[src/core/ritmr_pkg.sv]
// Constants, register map and field layout of the 8-bit reload/interval timer.
// Assumes a single system clock domain; byte address of a register is index * 4.
package ritmr_pkg;

  // Bus widths
  localparam int              RITMR_AW        = 20;
  localparam int              RITMR_DW        = 32;

  // Register indexes; byte address is four times the index
  localparam logic [15:0]     RITMR_MODE_IDX  = 16'hFFB2;
  localparam logic [15:0]     RITMR_COUNT_IDX = 16'hFFB3;
  localparam logic [15:0]     RITMR_IRQ_IDX   = 16'hFFC0;
  localparam logic [15:0]     RITMR_IEN_IDX   = 16'hFFC1;
  localparam logic [15:0]     RITMR_EDGE_IDX  = 16'hFFC2;

  // Mode register layout and reset values
  localparam int              RITMR_RELOAD_BIT = 7;
  localparam logic [3:0]      RITMR_RSVD_ONES  = 4'hF;
  localparam logic [7:0]      RITMR_MODE_RST   = 8'h78;
  localparam logic [7:0]      RITMR_BYTE_RST   = 8'h00;
  localparam logic [7:0]      RITMR_COUNT_TOP  = 8'hFF;
  localparam logic [2:0]      RITMR_SEL_EXT    = 3'h7;

  // Interrupt and edge bits (bit 0 of their registers)
  localparam int              RITMR_OVF_BIT   = 0;
  localparam int              RITMR_EDGE_BIT  = 0;

  // Prescaler: taps as log2 of the division, in clock select code order
  localparam int              RITMR_PSC_W     = 13;
  localparam int              RITMR_NTAPS     = 7;
  localparam int              RITMR_TAP_LOG2 [0:6] = '{13, 11, 9, 8, 6, 4, 2};

  // AXI responses
  localparam logic [1:0]      RITMR_RESP_OKAY   = 2'h0;
  localparam logic [1:0]      RITMR_RESP_SLVERR = 2'h2;

  // True when a byte address selects the register at the given index
  function automatic logic ritmr_hit(input logic [RITMR_AW-1:0] addr,
                                     input logic [15:0] idx);
    ritmr_hit = (addr[RITMR_AW-1:2] == {2'b00, idx});
  endfunction

endpackage

[src/core/ritmr_prescaler.sv]
// Free-running system clock divider giving one-cycle ticks at seven tap rates.
// Assumes one clock and a synchronous active-low reset.
`timescale 1ns/1ps
module ritmr_prescaler
  import ritmr_pkg::*;
(
  input  wire logic                   aclk,    // System clock
  input  wire logic                   aresetn, // Synchronous reset, active low
  output logic      [ritmr_pkg::RITMR_NTAPS-1:0] tick // One pulse per tap period
);

  import ritmr_pkg::*;

  logic [RITMR_PSC_W-1:0] div_q; // Divider count

  // Divider runs from reset on every edge
  always_ff @(posedge aclk)
  begin
    if (!aresetn)
      div_q <= '0;
    else
      div_q <= div_q + 1'b1;
  end

  // Each tap pulses when its low bits are all ones
  generate
    for (genvar i = 0; i < RITMR_NTAPS; i++)
    begin : g_tap
      assign tick[i] = &div_q[RITMR_TAP_LOG2[i]-1:0];
    end
  endgenerate

endmodule

[src/core/ritmr_event_sync.sv]
// Synchroniser and edge detector for the external event pin.
// Assumes the pin may change at any time relative to the clock.
`timescale 1ns/1ps
module ritmr_event_sync
(
  input  wire logic aclk,       // System clock
  input  wire logic aresetn,    // Synchronous reset, active low
  input  wire logic pin,        // Raw event pin
  input  wire logic rise_sel,   // 1 counts rising edges, 0 falling
  output logic      evt         // One-cycle pulse per chosen edge
);

  logic meta_q;  // First stage, read only by the second
  logic sync_q;  // Second stage
  logic prev_q;  // Delayed copy for edge detection

  // Two-stage synchroniser then a history flop
  always_ff @(posedge aclk)
  begin
    if (!aresetn)
    begin
      meta_q <= 1'b0;
      sync_q <= 1'b0;
      prev_q <= 1'b0;
    end
    else
    begin
      meta_q <= pin;
      sync_q <= meta_q;
      prev_q <= sync_q;
    end
  end

  // Single pulse on the chosen edge only
  assign evt = rise_sel ? (sync_q & ~prev_q) : (~sync_q & prev_q);

endmodule

[src/core/ritmr_top.sv]
// 8-bit up-counting timer with interval and auto-reload modes, AXI4-Lite slave.
// Assumes a single AXI master, event pin that may change at any time (synchronised inside), one system clock.
// Operation
// - Mode bit 7 picks interval when 0, auto-reload when 1.
// - Mode bits 6 to 3 read as ones and ignore writes.
// - Clock codes 0 to 6 pick divide by 8192,2048,512,256,64,16,4.
// - Clock code 7 counts edges of the external event pin.
// - Edge select bit decides rising or falling event edges.
// - Counter increments by one per selected pulse; no direct software write.
// - Counter is readable at any time without stopping the count.
// - Wrap from FF sets the overflow request flag.
// - Counter and load register share one address: read count, write load.
// - Load register is 8-bit write-only, holds preset and reload value.
// - Writing the load register also presets the counter immediately.
// - Auto-reload mode reloads the load value on each overflow.
// - Reset gives mode 78, counter 00, load register 00.
// - Interrupt requested only when overflow enable is set; flag set always.
//
// Implementation choice: the AXI4-Lite slave port.
`timescale 1ns/1ps
module ritmr_top
  import ritmr_pkg::*;
(
  input  wire logic                        aclk,            // System clock, 25 MHz
  input  wire logic                        aresetn,         // Synchronous reset, active low
  input  wire logic [ritmr_pkg::RITMR_AW-1:0] s_axi_awaddr, // Write address
  input  wire logic                        s_axi_awvalid,   // Write address valid
  output logic                             s_axi_awready,   // Write address ready
  input  wire logic [31:0]                 s_axi_wdata,     // Write data
  input  wire logic [3:0]                  s_axi_wstrb,     // Write byte enables
  input  wire logic                        s_axi_wvalid,    // Write data valid
  output logic                             s_axi_wready,    // Write data ready
  output logic [1:0]                       s_axi_bresp,     // Write response
  output logic                             s_axi_bvalid,    // Write response valid
  input  wire logic                        s_axi_bready,    // Write response ready
  input  wire logic [ritmr_pkg::RITMR_AW-1:0] s_axi_araddr, // Read address
  input  wire logic                        s_axi_arvalid,   // Read address valid
  output logic                             s_axi_arready,   // Read address ready
  output logic [31:0]                      s_axi_rdata,     // Read data
  output logic [1:0]                       s_axi_rresp,     // Read response
  output logic                             s_axi_rvalid,    // Read data valid
  input  wire logic                        s_axi_rready,    // Read data ready
  input  wire logic                        event_input_pin, // External event input
  output logic                             irq              // Level interrupt, active high
);

  import ritmr_pkg::*;

  // Software-visible state
  logic                   reload_select_q;     // Mode bit 7
  logic [2:0]             clock_source_sel_q;  // Mode bits 2..0
  logic [7:0]             up_count_q;          // Counter
  logic [7:0]             reload_value_q;      // Load register
  logic                   overflow_request_q;  // Sticky overflow flag
  logic                   overflow_irq_en_q;   // Overflow interrupt enable
  logic                   event_edge_sel_q;    // 1 rising, 0 falling
  logic                   irq_q;               // Registered interrupt

  // Bus slave state
  logic                   aw_have_q;
  logic [RITMR_AW-1:0]    aw_addr_q;
  logic                   w_have_q;
  logic [7:0]             w_byte_q;
  logic                   w_lane0_q;
  logic                   bvalid_q;
  logic [1:0]             bresp_q;
  logic                   rvalid_q;
  logic [31:0]            rdata_q;
  logic [1:0]             rresp_q;

  // Internal strobes
  logic [RITMR_NTAPS-1:0] tap_tick;
  logic                   evt_pulse;
  logic                   count_tick;
  logic                   overflow;
  logic                   do_wr;
  logic                   wr_en;
  logic                   wr_mapped;
  logic                   wr_load;
  logic                   ar_take;
  logic [7:0]             mode_rd;

  // Divider taps
  ritmr_prescaler ritmr_prescaler_i
  (
    .aclk    (aclk),
    .aresetn (aresetn),
    .tick    (tap_tick)
  );

  // Event pin conditioning
  ritmr_event_sync ritmr_event_sync_i
  (
    .aclk     (aclk),
    .aresetn  (aresetn),
    .pin      (event_input_pin),
    .rise_sel (event_edge_sel_q),
    .evt      (evt_pulse)
  );

  // Count source selection
  assign count_tick = (clock_source_sel_q == RITMR_SEL_EXT) ? evt_pulse
                                                            : tap_tick[clock_source_sel_q];
  assign overflow   = count_tick && (up_count_q == RITMR_COUNT_TOP);

  // Mode register read view, reserved bits forced to ones
  assign mode_rd = {reload_select_q, RITMR_RSVD_ONES, clock_source_sel_q};

  // Write channel handshakes; both halves are taken in either order
  assign s_axi_awready = !aw_have_q;
  assign s_axi_wready  = !w_have_q;
  assign do_wr         = aw_have_q && w_have_q && !bvalid_q;
  assign wr_mapped     = ritmr_hit(aw_addr_q, RITMR_MODE_IDX)
                      || ritmr_hit(aw_addr_q, RITMR_COUNT_IDX)
                      || ritmr_hit(aw_addr_q, RITMR_IRQ_IDX)
                      || ritmr_hit(aw_addr_q, RITMR_IEN_IDX)
                      || ritmr_hit(aw_addr_q, RITMR_EDGE_IDX);
  assign wr_en         = do_wr && w_lane0_q && wr_mapped;
  assign wr_load       = wr_en && ritmr_hit(aw_addr_q, RITMR_COUNT_IDX);

  // Write address and data capture
  always_ff @(posedge aclk)
  begin
    if (!aresetn)
    begin
      aw_have_q <= 1'b0;
      aw_addr_q <= '0;
      w_have_q  <= 1'b0;
      w_byte_q  <= RITMR_BYTE_RST;
      w_lane0_q <= 1'b0;
    end
    else
    begin
      if (s_axi_awvalid && s_axi_awready)
      begin
        aw_have_q <= 1'b1;
        aw_addr_q <= s_axi_awaddr;
      end
      else if (do_wr)
        aw_have_q <= 1'b0;
      if (s_axi_wvalid && s_axi_wready)
      begin
        w_have_q  <= 1'b1;
        w_byte_q  <= s_axi_wdata[7:0];
        w_lane0_q <= s_axi_wstrb[0];
      end
      else if (do_wr)
        w_have_q <= 1'b0;
    end
  end

  // Write response, error on unmapped address
  always_ff @(posedge aclk)
  begin
    if (!aresetn)
    begin
      bvalid_q <= 1'b0;
      bresp_q  <= RITMR_RESP_OKAY;
    end
    else if (do_wr)
    begin
      bvalid_q <= 1'b1;
      bresp_q  <= wr_mapped ? RITMR_RESP_OKAY : RITMR_RESP_SLVERR;
    end
    else if (s_axi_bready)
      bvalid_q <= 1'b0;
  end

  assign s_axi_bvalid = bvalid_q;
  assign s_axi_bresp  = bresp_q;

  // Mode register fields; reserved bits are not stored
  always_ff @(posedge aclk)
  begin
    if (!aresetn)
    begin
      reload_select_q    <= RITMR_MODE_RST[RITMR_RELOAD_BIT];
      clock_source_sel_q <= RITMR_MODE_RST[2:0];
    end
    else if (wr_en && ritmr_hit(aw_addr_q, RITMR_MODE_IDX))
    begin
      reload_select_q    <= w_byte_q[RITMR_RELOAD_BIT];
      clock_source_sel_q <= w_byte_q[2:0];
    end
  end

  // Load register, write-only
  always_ff @(posedge aclk)
  begin
    if (!aresetn)
      reload_value_q <= RITMR_BYTE_RST;
    else if (wr_load)
      reload_value_q <= w_byte_q;
  end

  // Counter: load write presets, overflow wraps or reloads, else steps
  always_ff @(posedge aclk)
  begin
    if (!aresetn)
      up_count_q <= RITMR_BYTE_RST;
    else if (wr_load)
      up_count_q <= w_byte_q;
    else if (overflow)
      up_count_q <= reload_select_q ? reload_value_q
                                    : RITMR_BYTE_RST;
    else if (count_tick)
      up_count_q <= up_count_q + 8'h01;
  end

  // Overflow flag: set wins over a write-one clear
  always_ff @(posedge aclk)
  begin
    if (!aresetn)
      overflow_request_q <= 1'b0;
    else if (overflow)
      overflow_request_q <= 1'b1;
    else if (wr_en && ritmr_hit(aw_addr_q, RITMR_IRQ_IDX) && w_byte_q[RITMR_OVF_BIT])
      overflow_request_q <= 1'b0;
  end

  // Enable and edge select registers
  always_ff @(posedge aclk)
  begin
    if (!aresetn)
    begin
      overflow_irq_en_q <= 1'b0;
      event_edge_sel_q  <= 1'b0;
    end
    else
    begin
      if (wr_en && ritmr_hit(aw_addr_q, RITMR_IEN_IDX))
        overflow_irq_en_q <= w_byte_q[RITMR_OVF_BIT];
      if (wr_en && ritmr_hit(aw_addr_q, RITMR_EDGE_IDX))
        event_edge_sel_q <= w_byte_q[RITMR_EDGE_BIT];
    end
  end

  // Interrupt level gated by the enable
  always_ff @(posedge aclk)
  begin
    if (!aresetn)
      irq_q <= 1'b0;
    else
      irq_q <= overflow_request_q && overflow_irq_en_q;
  end

  assign irq = irq_q;

  // Read channel: one read in flight, data registered
  assign ar_take       = s_axi_arvalid && !rvalid_q;
  assign s_axi_arready = !rvalid_q;

  always_ff @(posedge aclk)
  begin
    if (!aresetn)
    begin
      rvalid_q <= 1'b0;
      rdata_q  <= 32'h0000_0000;
      rresp_q  <= RITMR_RESP_OKAY;
    end
    else if (ar_take)
    begin
      rvalid_q <= 1'b1;
      rresp_q  <= RITMR_RESP_OKAY;
      rdata_q  <= 32'h0000_0000;
      if (ritmr_hit(s_axi_araddr, RITMR_MODE_IDX))
        rdata_q[7:0] <= mode_rd;
      else if (ritmr_hit(s_axi_araddr, RITMR_COUNT_IDX))
        rdata_q[7:0] <= up_count_q;
      else if (ritmr_hit(s_axi_araddr, RITMR_IRQ_IDX))
        rdata_q[RITMR_OVF_BIT] <= overflow_request_q;
      else if (ritmr_hit(s_axi_araddr, RITMR_IEN_IDX))
        rdata_q[RITMR_OVF_BIT] <= overflow_irq_en_q;
      else if (ritmr_hit(s_axi_araddr, RITMR_EDGE_IDX))
        rdata_q[RITMR_EDGE_BIT] <= event_edge_sel_q;
      else
        rresp_q <= RITMR_RESP_SLVERR;
    end
    else if (s_axi_rready)
      rvalid_q <= 1'b0;
  end

  assign s_axi_rvalid = rvalid_q;
  assign s_axi_rdata  = rdata_q;
  assign s_axi_rresp  = rresp_q;

  // Helper: remembers that the answer in flight is a mode register read
  logic rd_mode_q;

  always_ff @(posedge aclk)
  begin
    if (!aresetn)
      rd_mode_q <= 1'b0;
    else if (ar_take)
      rd_mode_q <= ritmr_hit(s_axi_araddr, RITMR_MODE_IDX);
  end

  // Checks on the counter, flag, interrupt, event and mode read paths
  reload_on_ovf_a: assert property (@(posedge aclk) disable iff (!aresetn)
    overflow && reload_select_q && !wr_load |=> up_count_q == $past(reload_value_q))
    else $error("auto-reload did not load the reload value");

  interval_wrap_a: assert property (@(posedge aclk) disable iff (!aresetn)
    overflow && !reload_select_q && !wr_load |=> up_count_q == 8'h00)
    else $error("interval overflow did not return to zero");

  count_step_a: assert property (@(posedge aclk) disable iff (!aresetn)
    count_tick && !overflow && !wr_load |=> up_count_q == $past(up_count_q) + 8'h01)
    else $error("counter did not step by one");

  count_hold_a: assert property (@(posedge aclk) disable iff (!aresetn)
    !count_tick && !wr_load |=> $stable(up_count_q))
    else $error("counter moved without a tick");

  preset_load_a: assert property (@(posedge aclk) disable iff (!aresetn)
    wr_load |=> up_count_q == $past(w_byte_q) && reload_value_q == $past(w_byte_q))
    else $error("load write did not preset counter");

  flag_set_a: assert property (@(posedge aclk) disable iff (!aresetn)
    overflow |=> overflow_request_q)
    else $error("overflow did not set the request flag");

  irq_gate_a: assert property (@(posedge aclk) disable iff (!aresetn)
    overflow && !overflow_irq_en_q |=> !irq && overflow_request_q)
    else $error("interrupt raised while disabled");

  mode_rsvd_a: assert property (@(posedge aclk) disable iff (!aresetn)
    s_axi_rvalid && rd_mode_q |-> s_axi_rdata[6:3] == 4'hF)
    else $error("reserved mode bits not read as ones");

  event_once_a: assert property (@(posedge aclk) disable iff (!aresetn)
    evt_pulse |=> !evt_pulse)
    else $error("event edge counted more than once");

  ext_count_a: assert property (@(posedge aclk) disable iff (!aresetn)
    clock_source_sel_q == RITMR_SEL_EXT && evt_pulse && !wr_load
      && up_count_q != RITMR_COUNT_TOP |=> up_count_q == $past(up_count_q) + 8'h01)
    else $error("event did not step the counter");

  reset_vals_a: assert property (@(posedge aclk) disable iff (!aresetn)
    $past(!aresetn) |-> mode_rd == 8'h78 && up_count_q == 8'h00 && reload_value_q == 8'h00)
    else $error("reset values wrong");

  // Main scenarios
  ovf_reload_c: cover property (@(posedge aclk) disable iff (!aresetn)
    overflow && reload_select_q);
  ovf_interval_c: cover property (@(posedge aclk) disable iff (!aresetn)
    overflow && !reload_select_q);
  ext_count_c: cover property (@(posedge aclk) disable iff (!aresetn)
    evt_pulse && clock_source_sel_q == 3'h7);
  irq_raise_c: cover property (@(posedge aclk) disable iff (!aresetn)
    $rose(irq));

endmodule

[config.mk]
export PLATFORM = sky130hd
export DESIGN_NAME = ritmr_top
export DESIGN_NICKNAME = d
export VERILOG_FILES = /design/src/core/ritmr_pkg.sv /design/src/core/ritmr_prescaler.sv /design/src/core/ritmr_event_sync.sv /design/src/core/ritmr_top.sv
export SDC_FILE = /design/constraint.sdc
export NUM_CORES = 1
export LEC_CHECK = 0
export ABC_AREA = 1
export BUFFER_PORTS_ARGS = -buffer_cell sky130_fd_sc_hd__buf_2
export CAP_MARGIN = 20
export CELL_PAD_IN_SITES_DETAIL_PLACEMENT = 1
export CELL_PAD_IN_SITES_GLOBAL_PLACEMENT = 1
export CORE_ASPECT_RATIO = 1.5
export CORE_MARGIN = 2
export CORE_UTILIZATION = 32
export CTS_CLUSTER_SIZE = 30
export DETAILED_ROUTE_END_ITERATION = 12
export PLACE_DENSITY = 0.75
export SYNTH_ARGS = -nofsm -noshare
export SYNTH_HDL_FRONTEND = slang
export SYNTH_SLANG_ARGS = --single-unit
[constraint.sdc]
create_clock -name aclk -period 2 [get_ports aclk]
set_input_delay 0.3 -clock aclk [delete_from_list [all_inputs] [get_ports aclk]]
set_output_delay 0.3 -clock aclk [all_outputs]
set_load 0.05 [all_outputs]
# Yosys cells after proc, flatten, opt, wreduce, memory -nomap -nowiden
# Index checks and enable logic that the tools add are counted.
[totals] word_cells=106 regBits=85 input_bits=84 out_inout_bits=42
[classes] n_reduce_logical=36 magnitude_cmp=1 n_bitwise=4 add_sub_neg=2 n_eq_ne=12 muxes=29
[ops] operator="equality test 18 x 16 -> 1 bit (second input constant)" n=10
[ops] operator="2-to-1 mux 8 bit" n=5
[ops] operator="2-to-1 mux 1 bit" n=16
[ops] operator="logical AND 1 bit" n=15
[ops] operator="adder 13 x 1 -> 13 bit (second input constant)" n=1
[ops] operator="AND reduction 13 bit" n=1
[ops] operator="2-to-1 mux 2 bit" n=6
[ops] operator="AND reduction 11 bit" n=1
[ops] operator="nonzero test 2 bit" n=5
[ops] operator="AND reduction 9 bit" n=1
[ops] operator="adder 8 x 1 -> 8 bit (second input constant)" n=1
[ops] operator="equality test 8 bit (second input constant)" n=1
[ops] operator="AND reduction 8 bit" n=1
[ops] operator="2-to-1 mux 7 bit" n=1
[ops] operator="AND reduction 6 bit" n=1
[ops] operator="logical NOT 1 bit" n=4
[ops] operator="logical OR 1 bit" n=4
[ops] operator="< comparator 3 x 4 -> 1 bit (second input constant)" n=1
[ops] operator="AND reduction 4 bit" n=1
[ops] operator="binary-select mux 1 bit (select 3 bit)" n=1
[ops] operator="equality test 3 bit (second input constant)" n=1
[ops] operator="nonzero test 3 bit" n=1
[ops] operator="AND 1 bit" n=2
[ops] operator="inverter 1 bit" n=2
[ops] operator="AND reduction 2 bit" n=1

# Logic depth before layout (Yosys ltp)
[logic_depth] depth_word=10 ltp_mapped=18 ltp_nobuf=17

# By module
# A second synthesis with hierarchy kept.
[hier_totals] cells_unflattened=590 hier_area_um2=4115.2
[by_module_without_submodules] mod="ritmr_top" seq_area_each_um2=1301.2 instances=1 cells_each=487 area_each_um2=3367.0
[by_module_without_submodules] mod="ritmr_prescaler" seq_area_each_um2=260.2 instances=1 cells_each=88 area_each_um2=635.6
[by_module_without_submodules] mod="ritmr_event_sync" seq_area_each_um2=60.1 instances=1 cells_each=15 area_each_um2=112.6

# Least setup slack after synthesis
# No wires, ideal clock.
[synth_path] path_type="register to register" start="register ritmr_prescaler_i.div_q[0]" end="register up_count_q[0]" setup_slack_ns=0.039 arrival_ns=1.895 n_path_buf=0 setup_ns=0.066 path_stages_with_launch=16 t_required_ns=1.934 synth_period_minus_slack_ns=1.961 cell_sequence="dfxtp_1 -> ha_1 -> nand2_2 -> nor2_4 -> nand2_4 -> inv_1 -> ha_1 -> nand3_1 -> o211ai_1 -> inv_2 -> nand2_1 -> a21oi_1 -> nand3_1 -> nand2_1 -> inv_1 -> a21oi_2"
[synth_via] elab_chain_len=7 elab_cells_between_ends=14 cone_classes="5 x mux; 9 x reduce/logical"
[synth_lines] element="start, declared" line_no="ritmr_prescaler.sv:14" source="logic [RITMR_PSC_W-1:0] div_q;"
[synth_lines] element="start signal, assigned" line_no="ritmr_prescaler.sv:22" source="div_q <= div_q + 1'b1;"
[synth_lines] element="AND reduction 13 bit (tied with other cells)" line_no="ritmr_prescaler.sv:29" source="assign tick[i] = &div_q[RITMR_TAP_LOG2[i]-1:0];"
[synth_lines] element="binary-select mux 1 bit (select 3 bit) (*)" line_no="ritmr_top.sv:103" source=": tap_tick[clock_source_sel_q];"
[synth_lines] element="2-to-1 mux 1 bit (implied by the code) (*)" line_no="ritmr_top.sv:103"
[synth_lines] element="2-to-1 mux 1 bit (*)" line_no="ritmr_top.sv:102" source="assign count_tick = (clock_source_sel_q == RITMR_SEL_EXT) ? evt_pulse"
[synth_lines] element="logical AND 1 bit" line_no="ritmr_top.sv:104" source="assign overflow = count_tick && (up_count_q == RITMR_COUNT_TOP);"
[synth_lines] element="2-to-1 mux 8 bit" line_no="ritmr_top.sv:203" source="else if (overflow)"
[synth_lines] element="2-to-1 mux 8 bit" line_no="ritmr_top.sv:201" source="else if (wr_load)"
[synth_lines] element="end signal, assigned" line_no="ritmr_top.sv:202" source="up_count_q <= w_byte_q;"
[synth_lines] element="end signal, assigned" line_no="ritmr_top.sv:204" source="up_count_q <= reload_select_q ? reload_value_q"
[synth_lines] element="end signal, assigned" line_no="ritmr_top.sv:207" source="up_count_q <= up_count_q + 8'h01;"
[synth_lines] element="end, declared" line_no="ritmr_top.sv:52" source="logic [7:0] up_count_q;"
# Mark *: on every way between the ends. The rest lies on a longest branch, timed or not. The select of a mux whose other input is x is not followed.
# A chain may end at the register's enable or synchronous reset.

# Final worst setup path
[layout_path] start="register ritmr_prescaler_i.div_q[0]" end="register up_count_q[7]"
# Same word-level chain as after synthesis.

==> flow_metrics.tcl <==
set metrics [dict create \
    status "finished, final reports clean" \
    io_buffers 68 \
    grt_pass1_wl_um 18120 \
    regToRegEndpoint "up_count_q[7]" \
    max_slew.worst_pin.slew_ps 579.0 \
    clkSinkCount 81 \
    place_ws_ps -176.4 \
    insertedDiodeCount 0 \
    r2r-start "ritmr_prescaler_i.div_q[0]" \
    cp-end-kind "flop" \
    avgViaCountPerCell 4.814 \
    num_rows 50 \
    cts_buffer_depth 2 \
    io_pins 126 \
    async_flop_share 0 \
    synthFlopType "dfxtp_1" \
    cts-root-buf "clkbuf_16" \
    worstSetupStartpointType "flop" \
    place_inst 794 \
    cp-startpoint "ritmr_prescaler_i.div_q[0]" \
    cts-buffers-inserted 9 \
    cp.arrival_ps 2200 \
    drc 0 \
    p_leak_nw 2.274 \
    cts_tree "yes" \
    avgSynthCellArea_um2 7.127 \
    ys_warn_count 0 \
    grt_max_degree 34 \
    nNetsFinal 743 \
    ys_seq_area_frac 0.3999 \
    wl_um 10890 \
    synth_area_um2 4055 \
    core_um2 12450 \
    grt_setup_unrepaired "yes" \
    grt_overflow_total 0 \
    hold_ws_ps 160.2 \
    layout-drive-gt1-share 0.2451 \
    grt_pass1_vias 4046 \
    crit_path_end "up_count_q[7]" \
    hold_viol_final 0 \
    fin_crit_sh 0.9641 \
    p_total_mw 3.701 \
    relSlewSlack 0.6136 \
    finalClockSkew_ps 7.975 \
    setup_viol 0 \
    r2r_setup_slack_ps 70 \
    synth_seq_cells 81 \
    fin_cells 817 \
    cp.required_ps 2270 \
    ys_types 42 \
    max_freq_ghz 0.5186 \
    ir_worst_vdd_mv 0.3729 \
    synth_edf_count 0 \
    cts-htree-levels 3 \
    gp_congestion 0.8505 \
    path_max_fanout 6 \
    hold_path.class "in -> reg" \
    grt_util_all_layers 0.1681 \
    area_delta_synth_final_pct 23.23 \
    path_class "reg -> reg" \
    syn_inst 569 \
    finalCriticalPeriod_ps 1928 \
    clock_latency_ps 340 \
    power_density_nw_per_um2 740.6 \
    die_area_um2 13610 \
    tns_ps 0 \
    antenna_found_initial 0 \
    drt-initial-drc-count 61 \
    hpwl_um 8268 \
    die_w_um 95.92 \
    slew_violations 0 \
    start_util 0.3257 \
    dr.pass1.iters 4 \
    routedWlPerCell_um 13.33 \
    die_h_um 141.9 \
    drv_cap 0 \
    final_antenna_net_count 0 \
    finalWorstSetupSlack_ps 71.72 \
    r2r_cells 17 \
    clk_pin_slew_worst_paths_ps 60 \
    vias 3933 \
]
[through the flow]
step	util	instance area, µm²
after detailed placement	0.3652	4547
after floorplan	-	4149
after global placement	0.3652	4547
after global routing	0.4014	4997
final	0.4014	4997
after CTS	0.3945	4911
[worst max-delay path: stages, from the launching register on]
cell      delay, ps
dfxtp_2         350
ha_4            150
nand2_4          60
nor2_4          120
nand2_4          80
inv_2            70
ha_4            120
nand3_2          60
o211ai_1        100
inv_2            50
nand2_2          70
nand2_2          60
nand2_4         130
buf_6           120
nand3b_1         70
nand2_1          90
a21oi_2          60
nor2_1          100
[worst min path at each step]
stage                                    from                        end  slack (ps)  depth (start not counted)
floorplan           ritmr_event_sync_i.meta_q  ritmr_event_sync_i.sync_q         390                          2
global placement    ritmr_event_sync_i.meta_q  ritmr_event_sync_i.sync_q         410                          2
detailed placement  ritmr_event_sync_i.meta_q  ritmr_event_sync_i.sync_q         420                          2
CTS                           event_input_pin  ritmr_event_sync_i.meta_q         150                          3
global route                  event_input_pin  ritmr_event_sync_i.meta_q         170                          3
finish                        event_input_pin  ritmr_event_sync_i.meta_q         160                          3
[flip-flops by register name (all words and copies together), names as in the netlist]
register,count
aw_addr_q,18
ritmr_prescaler_i.div_q,13
reload_value_q,8
s_axi_rdata,8
up_count_q,8
w_byte_q,8
clock_source_sel_q,3
aw_have_q,1
event_edge_sel_q,1
irq,1
overflow_irq_en_q,1
overflow_request_q,1
reload_select_q,1
ritmr_event_sync_i.meta_q,1
ritmr_event_sync_i.prev_q,1
ritmr_event_sync_i.sync_q,1
s_axi_bresp,1
s_axi_bvalid,1
s_axi_rresp,1
s_axi_rvalid,1
w_have_q,1
w_lane0_q,1
[cell usage after synthesis (2+ instances only)]
master    number  area share
nand2_2        3      0.0046
nor3b_1        2      0.0037
nand3_1       34       0.042
buf_1          2      0.0019
nor2_2         5      0.0077
xnor2_1        2      0.0043
nand3b_1       4      0.0074
a21oi_2        5       0.011
o21a_1         3      0.0056
nand2_1       94       0.087
o211ai_1       6       0.011
buf_2          2      0.0025
ha_1           3      0.0093
buf_4         26       0.048
nor4_1         2      0.0031
dfxtp_1       81        0.40
nand2_4        2      0.0056
and3_1         3      0.0046
xor2_1         3      0.0065
o21ai_0       39       0.048
inv_1         58       0.054
nand3_2        2      0.0049
buf_6          2      0.0056
inv_2          5      0.0046
clkbuf_1      10      0.0093
nand4_1       12       0.019
a21oi_1       38       0.047
nor3_1         8      0.0099
nor2_4         4       0.011
o21ai_1        5      0.0062
nor2_1        93       0.086
[layout make-up]
cell class                      count  area (µm²)
Tap cell                          156       195.2
Clock inverter                      6       35.03
Multi-Input combinational cell    407        2125
Sequential cell                    81        1624
Timing Repair Buffer               93       544.3
Clock buffer                       10       229.0
Inverter                           64       245.2
Fill cell                        1605        7452
[cell families (layout without fill, tap and decap cells)]
group / Yosys count / in the layout / share of synthesized area
other: 1 / 26 / 0.0009248
adder cells (fa/ha/maj): 3 / 3 / 0.009257
XOR/XNOR: 5 / 5 / 0.01080
AND/OR/NAND/NOR: 273 / 273 / 0.3163
buffers and inverters: 106 / 173 / 0.1265
AO/OA/AOI/OAI: 100 / 100 / 0.1364
flip-flops: 81 / 81 / 0.3999
[power breakdown]
group          internal, mW  total (mW)  switching, mW
registers              1.69        1.73         0.0459
logic                 0.128       0.487          0.360
clock network         0.831        1.48          0.651
[routing by layer]
| metal | global-route usage | vias up | routed length (µm) | share of wire |
|---|---|---|---|---|
| met1 | 0.1762 | 1847 | 4186 | 0.38 |
| met5 | 0 | - | 0 | 0 |
| met2 | 0.3224 | 93 | 6050 | 0.56 |
| li1 | - | 1977 | - | - |
| met3 | 0.03399 | 16 | 465 | 0.043 |
| met4 | 0.05639 | 0 | 184 | 0.017 |
[placed cells by master, fill, tap and decap left out, drive strengths merged, types with 2 or more instances in the layout]
cell type | synthesis | final
clkinvlp | 0 | 2
nor4 | 2 | 2
and3 | 3 | 3
nand4 | 14 | 14
xor2 | 3 | 3
nand3 | 37 | 37
ha | 3 | 3
inv | 63 | 62
clkbuf | 10 | 10
nor3b | 2 | 2
xnor2 | 2 | 2
o211ai | 6 | 6
nand2 | 99 | 99
conb | 1 | 26
o21ai | 44 | 44
a21oi | 43 | 43
nor3 | 9 | 9
clkinv | 1 | 6
nor2 | 102 | 102
o21a | 3 | 3
dfxtp | 81 | 81
buf | 32 | 93
nand3b | 5 | 5
[what timing repair did]
| action | 4_1_cts | 5_1_grt |
|---|---|---|
| hold buffers | 0 | 0 |
| resized for setup | 17 | 15 |
| setup endpoints to repair | 9 | 22 |
| setup buffers | 3 | 4 |
| pin swaps | 6 | 11 |
| endpoints found under the hold margin | 0 | 0 |
Note: power is estimated with default switching activity, not from simulation.
